**src/alu_flags_defines.vh**
```
// Constants for the ALU status flag block: register offset, field positions,
// reset values, operation codes and pointer mode codes.
// Assumes inclusion by bare name from the design files; definitions only.
//
// How it works
// - One register: pointer modes, overflow, zero, carries
// - Flag register writable by any instruction
// - Flag-affecting write masks zero, digit carry, carry
// - Clear-file gives 0000u1uu in flag register
// - Subtraction carries are inverted borrows: set when there is no borrow
// - Overflow when signed result leaves -128..+127
// - Operands: working register, file register, immediate
// - Subtract adds two's complement, carry from sum
// - Rotate through carry loads end bit
`ifndef ALU_FLAGS_DEFINES_VH
`define ALU_FLAGS_DEFINES_VH

// ****************************************************************
// Register map
// ****************************************************************
`define ALU_FLAGS_ADDR 8'h04
`define ALU_FLAGS_RESET 8'hf0

// ****************************************************************
// Field positions
// ****************************************************************
`define FLD_CARRY 0
`define FLD_DIGIT_CARRY 1
`define FLD_ZERO 2
`define FLD_OVERFLOW 3
`define FLD_PTR0_LO 4
`define FLD_PTR0_HI 5
`define FLD_PTR1_LO 6
`define FLD_PTR1_HI 7

// ****************************************************************
// Operation codes
// ****************************************************************
`define OP_MOVE 4'h0
`define OP_ADD 4'h1
`define OP_ADD_CARRY 4'h2
`define OP_SUB 4'h3
`define OP_SUB_BORROW 4'h4
`define OP_AND 4'h5
`define OP_OR 4'h6
`define OP_XOR 4'h7
`define OP_CLEAR 4'h8
`define OP_ROT_LEFT_C 4'h9
`define OP_ROT_RIGHT_C 4'ha
`define OP_SWAP 4'hb
`define OP_BIT_CLEAR 4'hc
`define OP_BIT_SET 4'hd
`define OP_INC 4'he
`define OP_DEC 4'hf

// ****************************************************************
// Pointer mode codes
// ****************************************************************
`define PTR_MODE_DEC 2'h0
`define PTR_MODE_INC 2'h1

`endif

```
**src/pointer_stepper.v**
```verilog
// One indirect pointer and its post-access step.
// Assumes the access strobe is synchronous to core_clk.
`timescale 1ns/1ps
`default_nettype none
`include "alu_flags_defines.vh"

module pointer_stepper (
  input wire core_clk,
  input wire rst_b,
  input wire [1:0] mode,
  input wire access,
  input wire load,
  input wire [7:0] load_data,
  output reg [7:0] ptr_q
);

  // ****************************************************************
  // Pointer register
  // ****************************************************************
  // Load wins over the step; software setting a pointer expects its value
  always @(posedge core_clk or negedge rst_b) begin
    if (!rst_b) begin
      ptr_q <= 8'h00;
    end else if (load) begin
      ptr_q <= load_data;
    end else if (access) begin
      case (mode)
        `PTR_MODE_DEC: ptr_q <= ptr_q - 8'h01;
        `PTR_MODE_INC: ptr_q <= ptr_q + 8'h01;
        default: ptr_q <= ptr_q;
      endcase
    end
  end

endmodule // pointer_stepper
`default_nettype wire

```
**src/alu_status_flags.v**
```verilog
// ALU datapath with its flag register and two indirect pointers.
// Assumes one instruction per core_clk, and file accesses decoded upstream:
// file_wr_en with file_addr names the destination of the result.
`timescale 1ns/1ps
`default_nettype none
`include "alu_flags_defines.vh"

module alu_status_flags (
  input wire core_clk,
  input wire rst_b,
  input wire exec,
  input wire [3:0] op,
  input wire use_literal,
  input wire [7:0] working_register,
  input wire [7:0] file_operand,
  input wire [7:0] literal,
  input wire single_on_working,
  input wire [2:0] bit_sel,
  input wire file_wr_en,
  input wire [7:0] file_addr,
  input wire ptr0_access,
  input wire ptr1_access,
  input wire ptr0_load,
  input wire ptr1_load,
  output reg [7:0] result_q,
  output wire [7:0] alu_flags_register,
  output wire [7:0] indirect_pointer_0,
  output wire [7:0] indirect_pointer_1
);

  reg [7:0] flags_q;
  reg [7:0] flags_d;
  reg [7:0] res;
  reg [8:0] sum;
  reg [4:0] nib;
  reg [7:0] a_op;
  reg [7:0] b_op;
  reg [7:0] b_add;
  reg cin;
  reg arith;
  reg sets_zero;
  reg sets_carries;
  reg sets_ov;
  reg rot;
  reg new_c;
  reg new_dc;
  reg new_ov;
  wire to_flags;

  // ****************************************************************
  // Helpers
  // ****************************************************************
  // Signed overflow of an 8-bit add, outside -128..+127
  function ovf;
    input [7:0] x;
    input [7:0] y;
    input [7:0] s;
    begin
      ovf = (x[7] == y[7]) && (s[7] != x[7]);
    end
  endfunction

  assign to_flags = exec && file_wr_en && (file_addr == `ALU_FLAGS_ADDR);

  // ****************************************************************
  // Operand selection and ALU
  // ****************************************************************
  // Two-operand ops pair the working register with a file or literal
  always @* begin
    a_op = working_register;
    b_op = use_literal ? literal : file_operand;
    if (single_on_working) begin
      b_op = working_register;
    end
    b_add = b_op;
    cin = 1'b0;
    arith = 1'b0;
    rot = 1'b0;
    new_c = flags_q[`FLD_CARRY];
    res = b_op;
    sets_zero = 1'b0;
    sets_carries = 1'b0;
    sets_ov = 1'b0;
    case (op)
      `OP_ADD: begin
        arith = 1'b1;
      end
      `OP_ADD_CARRY: begin
        arith = 1'b1;
        cin = flags_q[`FLD_CARRY];
      end
      `OP_SUB: begin
        // Operand minus working register via two's complement
        a_op = b_op;
        b_add = ~working_register;
        cin = 1'b1;
        arith = 1'b1;
      end
      `OP_SUB_BORROW: begin
        a_op = b_op;
        b_add = ~working_register;
        cin = flags_q[`FLD_CARRY];
        arith = 1'b1;
      end
      `OP_INC: begin
        a_op = b_op;
        b_add = 8'h01;
        arith = 1'b1;
      end
      `OP_DEC: begin
        a_op = b_op;
        b_add = 8'hff;
        arith = 1'b1;
      end
      `OP_AND: begin
        res = working_register & b_op;
        sets_zero = 1'b1;
      end
      `OP_OR: begin
        res = working_register | b_op;
        sets_zero = 1'b1;
      end
      `OP_XOR: begin
        res = working_register ^ b_op;
        sets_zero = 1'b1;
      end
      `OP_CLEAR: begin
        res = 8'h00;
        sets_zero = 1'b1;
      end
      `OP_ROT_LEFT_C: begin
        res = {b_op[6:0], flags_q[`FLD_CARRY]};
        new_c = b_op[7];
        rot = 1'b1;
      end
      `OP_ROT_RIGHT_C: begin
        res = {flags_q[`FLD_CARRY], b_op[7:1]};
        new_c = b_op[0];
        rot = 1'b1;
      end
      `OP_SWAP: begin
        res = {b_op[3:0], b_op[7:4]};
      end
      `OP_BIT_CLEAR: begin
        res = b_op & ~(8'h01 << bit_sel);
      end
      `OP_BIT_SET: begin
        res = b_op | (8'h01 << bit_sel);
      end
      default: begin
        res = b_op;
      end
    endcase
    // One adder serves add, subtract, increment and decrement
    sum = {1'b0, a_op} + {1'b0, b_add} + {8'h00, cin};
    nib = {1'b0, a_op[3:0]} + {1'b0, b_add[3:0]} + {4'h0, cin};
    new_dc = nib[4];
    new_ov = ovf(a_op, b_add, sum[7:0]);
    if (arith) begin
      res = sum[7:0];
      new_c = sum[8];
      sets_zero = 1'b1;
      sets_carries = 1'b1;
      sets_ov = 1'b1;
    end
  end

  // ****************************************************************
  // Flag register next value
  // ****************************************************************
  // Written value first, then flags from the outcome override it
  always @* begin
    flags_d = flags_q;
    if (to_flags) begin
      flags_d = res;
      // Any op owning Z, DC or C blocks the write to all three
      if (sets_zero || sets_carries || rot) begin
        flags_d[`FLD_ZERO] = flags_q[`FLD_ZERO];
        flags_d[`FLD_DIGIT_CARRY] = flags_q[`FLD_DIGIT_CARRY];
        flags_d[`FLD_CARRY] = flags_q[`FLD_CARRY];
      end
      if (op == `OP_CLEAR) begin
        flags_d[`FLD_OVERFLOW] = flags_q[`FLD_OVERFLOW];
      end
    end
    if (exec) begin
      if (sets_zero) begin
        flags_d[`FLD_ZERO] = (res == 8'h00);
      end
      if (sets_carries) begin
        flags_d[`FLD_CARRY] = new_c;
        flags_d[`FLD_DIGIT_CARRY] = new_dc;
      end
      if (rot) begin
        flags_d[`FLD_CARRY] = new_c;
      end
      if (sets_ov) begin
        flags_d[`FLD_OVERFLOW] = new_ov;
      end
    end
  end

  // ****************************************************************
  // Registers
  // ****************************************************************
  // Flag register holds modes and arithmetic status together
  always @(posedge core_clk or negedge rst_b) begin
    if (!rst_b) begin
      flags_q <= `ALU_FLAGS_RESET;
      result_q <= 8'h00;
    end else begin
      flags_q <= flags_d;
      if (exec) begin
        result_q <= res;
      end
    end
  end

  assign alu_flags_register = flags_q;

  // ****************************************************************
  // Indirect pointers
  // ****************************************************************
  // Each pointer steps by its own 2-bit mode field
  pointer_stepper u_ptr0 (
    .core_clk(core_clk),
    .rst_b(rst_b),
    .mode(flags_q[`FLD_PTR0_HI:`FLD_PTR0_LO]),
    .access(ptr0_access),
    .load(ptr0_load),
    .load_data(res),
    .ptr_q(indirect_pointer_0)
  );

  pointer_stepper u_ptr1 (
    .core_clk(core_clk),
    .rst_b(rst_b),
    .mode(flags_q[`FLD_PTR1_HI:`FLD_PTR1_LO]),
    .access(ptr1_access),
    .load(ptr1_load),
    .load_data(res),
    .ptr_q(indirect_pointer_1)
  );

endmodule // alu_status_flags
`default_nettype wire

```
**config.mk**
```make
export PLATFORM = sky130hd
export DESIGN_NAME = alu_status_flags
export DESIGN_NICKNAME = d
export VERILOG_FILES = /design/src/pointer_stepper.v /design/src/alu_status_flags.v
export VERILOG_INCLUDE_DIRS = /design/src
export SDC_FILE = /design/constraint.sdc
export NUM_CORES = 1
export LEC_CHECK = 0
export BUFFER_PORTS_ARGS = -buffer_cell sky130_fd_sc_hd__buf_2
export CORE_ASPECT_RATIO = 1.2
export CORE_MARGIN = 5
export CORE_UTILIZATION = 55
export CTS_CLUSTER_DIAMETER = 60
export DETAILED_ROUTE_END_ITERATION = 7
export GPL_TIMING_DRIVEN = 0
export PLACE_DENSITY = 0.8
export SLEW_MARGIN = 20
export SYNTH_ARGS = -nofsm -noshare
export SYNTH_HDL_FRONTEND = slang
export SYNTH_SLANG_ARGS = --single-unit
```
**constraint.sdc**
```tcl
create_clock -name core_clk -period 5.8 [get_ports core_clk]
set_clock_uncertainty 0.15 [all_clocks]
set_input_delay 0.58 -clock core_clk [delete_from_list [all_inputs] [get_ports core_clk]]
set_output_delay 0.58 -clock core_clk [all_outputs]
set_load 0.05 [all_outputs]
```
==> results.cfg <==
[run_status]
status = completed

[min_path]
hold_path_class = primary input to async pin

[clocking]
clk-insertion-delay-late_ns = 0.28
cts_resized = 0
root_buffer = clkbuf_8
cts_tree = built
cts_buffers = 5
cts_setup_buffers = 0
clk_pin_slew_ns = 0.07
cts_sinks = 32
ctsHtreeMaxLevel = 2
hold_buffers = 0
ctsLongestPathBuffers = 2

[global_route]
grt_pass1_vias = 4658
grt_usage = 0.329
overflow = 0
antenna_found_initial = 0
grt_pass1_wl_um = 23800
grt_max_degree = 33

[finish]
area_growth_syn_to_layout_pct = 14.6
fin_nets = 678
drive_above_1_share = 0.229
seq_area_um2 = 806
final_util = 0.646
diodes = 0
multi_input_area_um2 = 3060
fill_cells = 653

[sta]
final_hold_viol_count = 0
relSlewSlack = 0.357
rsz0062_at_grt = no
finalCritPeriodShare = 0.833
max_freq_ghz = 0.207
slew_violations = 0
fin_tns_setup_ns = 0
tightest_slew_ns = 0.964
period_minus_slack_ns = 4.83
setup_viol = 0

[worst_setup_path]
startpoint_type = primary input
required_ns = 5.82
endpoint_kind = flip-flop
worst_ep_arrival_time_ns = 4.86
cp_max_fo = 10
r2r_slack_ns = 2.16
critPathKind = primary input to flip-flop

[route]
wl_per_cell_um = 22.4
dr.pass1.iters = 7
viasPerCell = 6.78
drt_iter0_drc = 448
wl_um = 15600
vias = 4728
detail_route.drc_violations = 0
drt.antenna.violating_nets = 0

[synth]
synthTopCellsByArea = dfrtp_1 17%, o21ai_0 6.1%, ha_1 5.8%
synth_seq_area_share = 0.197
yosysMostFrequentCell = nand2_1
synth-edff-count = 0
synthFlopType = dfrtp_1
yosysTopAreaCell = dfrtp_1
synthCells = 523
ys_seq_elements = 32
syn-cell-area_um2 = 4100
yosysWarnings = 0
synth_top_area_frac = 0.171
syn-num-nets = 595
synth_common_cells = 51 x nand2_1, 50 x o21ai_0, 40 x nor2_1
avgSynthCellArea_um2 = 7.84
yosysUniqueCellTypes = 78
async_flop_share = 1.00

[die]
rows = 34
die_area_um2 = 9290
chipWidth_um = 88.8
die_h_um = 105
initial_core_util = 0.564
core-area_um2 = 7270
io_pins = 81

[power_and_ir_drop]
power_density_nw_per_um2 = 322
leakagePower_uw = 0.00208
design_power_total_uw = 1510
vdd_drop_max_mv = 0.273

[flow_run]
maxCapViolations = 0

[placed_design]
hpwlAfterDp_um = 12300
gp_congestion = 1.10
io_buffers = 76
## cell type report
class | count | area share
Sequential cell | 32 | 0.171
Clock buffer | 6 | 0.0154
Timing Repair Buffer | 76 | 0.0809
Clock inverter | 2 | 0.00745
Tap cell | 90 | 0.0240
Buffer | 33 | 0.0365
Multi-Input combinational cell | 441 | 0.651
Inverter | 17 | 0.0136
## cell usage in the layout, fill, tap and decap left out, types with 10 or more instances in the layout
| cell | count |
|---|---|
| a21o_1 | 10 |
| a21oi_1 | 37 |
| buf_2 | 89 |
| clkbuf_1 | 12 |
| dfrtp_1 | 28 |
| ha_1 | 19 |
| inv_1 | 16 |
| mux2_2 | 17 |
| mux2i_1 | 23 |
| nand2_1 | 51 |
| nand2b_1 | 13 |
| nand3_1 | 16 |
| nor2_1 | 40 |
| o21ai_0 | 50 |
| o22ai_1 | 15 |
| xnor2_1 | 19 |
## logic make-up after synthesis
group,Yosys count,synth area share
flops,32,0.197
fa+ha+maj,23,0.0775
simple gates,158,0.184
mux,44,0.119
compound gates,189,0.308
buf+inv,50,0.0574
xor+xnor,27,0.0577
## critical path, stage by stage
cell,delay [ns]
buf_2,0.11
buf_2,0.18
nor2_1,0.37
nand3_1,0.35
nand2_1,0.45
o21ai_0,0.20
fa_1,0.51
fa_1,0.42
a21o_1,0.17
a21oi_1,0.29
xnor2_1,0.21
o21ai_0,0.21
a21oi_1,0.16
or3_1,0.43
o41ai_2,0.21
## sequential cells by signal, summed over array words and instances, names as in the netlist
name and count:
alu_flags_register 8, result_q 8, u_ptr0.ptr_q 8, u_ptr1.ptr_q 8
## through the flow
| step | cell area, um^2 | hold WS [ns] | setup slack [ns] | cells |
|---|---|---|---|---|
| after floorplan | 4100 | 0.134 | 1.79 | 523 |
| after global placement | 4590 | 0.338 | 0.857 | 689 |
| after detailed placement | 4590 | 0.348 | 0.778 | 689 |
| after CTS | 4700 | 0.219 | 1.04 | 697 |
| after global routing | 4700 | 0.263 | 0.710 | 697 |
| final | 4700 | 0.194 | 0.967 | 697 |
## metal layers
layer	global-route usage	vias to the layer above	wire length, um
met5	0	-	0
li1	-	2116	-
met4	0.195	0	959
met2	0.555	301	7570
met1	0.384	2238	5700
met3	0.0504	73	1350
## final timing paths
check | start | end | cells after the start
worst min-delay path | rst_b | u_ptr0.ptr_q[2]$_DFFE_PN0P_ | 1
worst max-delay path | op[0] | alu_flags_register[2]$_DFF_PN0_ | 15
min in group core_clk | result_q[6]$_DFFE_PN0P_ | result_q[6]$_DFFE_PN0P_ | 1
worst min register to register | result_q[6]$_DFFE_PN0P_ | result_q[6]$_DFFE_PN0P_ | 1
max in group asynchronous | rst_b | u_ptr0.ptr_q[7]$_DFFE_PN0P_ | 1
worst max register to register | alu_flags_register[0]$_DFF_PN0_ | alu_flags_register[2]$_DFF_PN0_ | 13
## report_power, final
| group | internal, uW | total [uW] | switching [uW] |
|---|---|---|---|
| Clock | 127 | 212 | 84.2 |
| Combinational | 320 | 963 | 642 |
| Sequential | 286 | 337 | 50.8 |
| Total | 734 | 1510 | 778 |
Power figures use the tool's default switching activity.
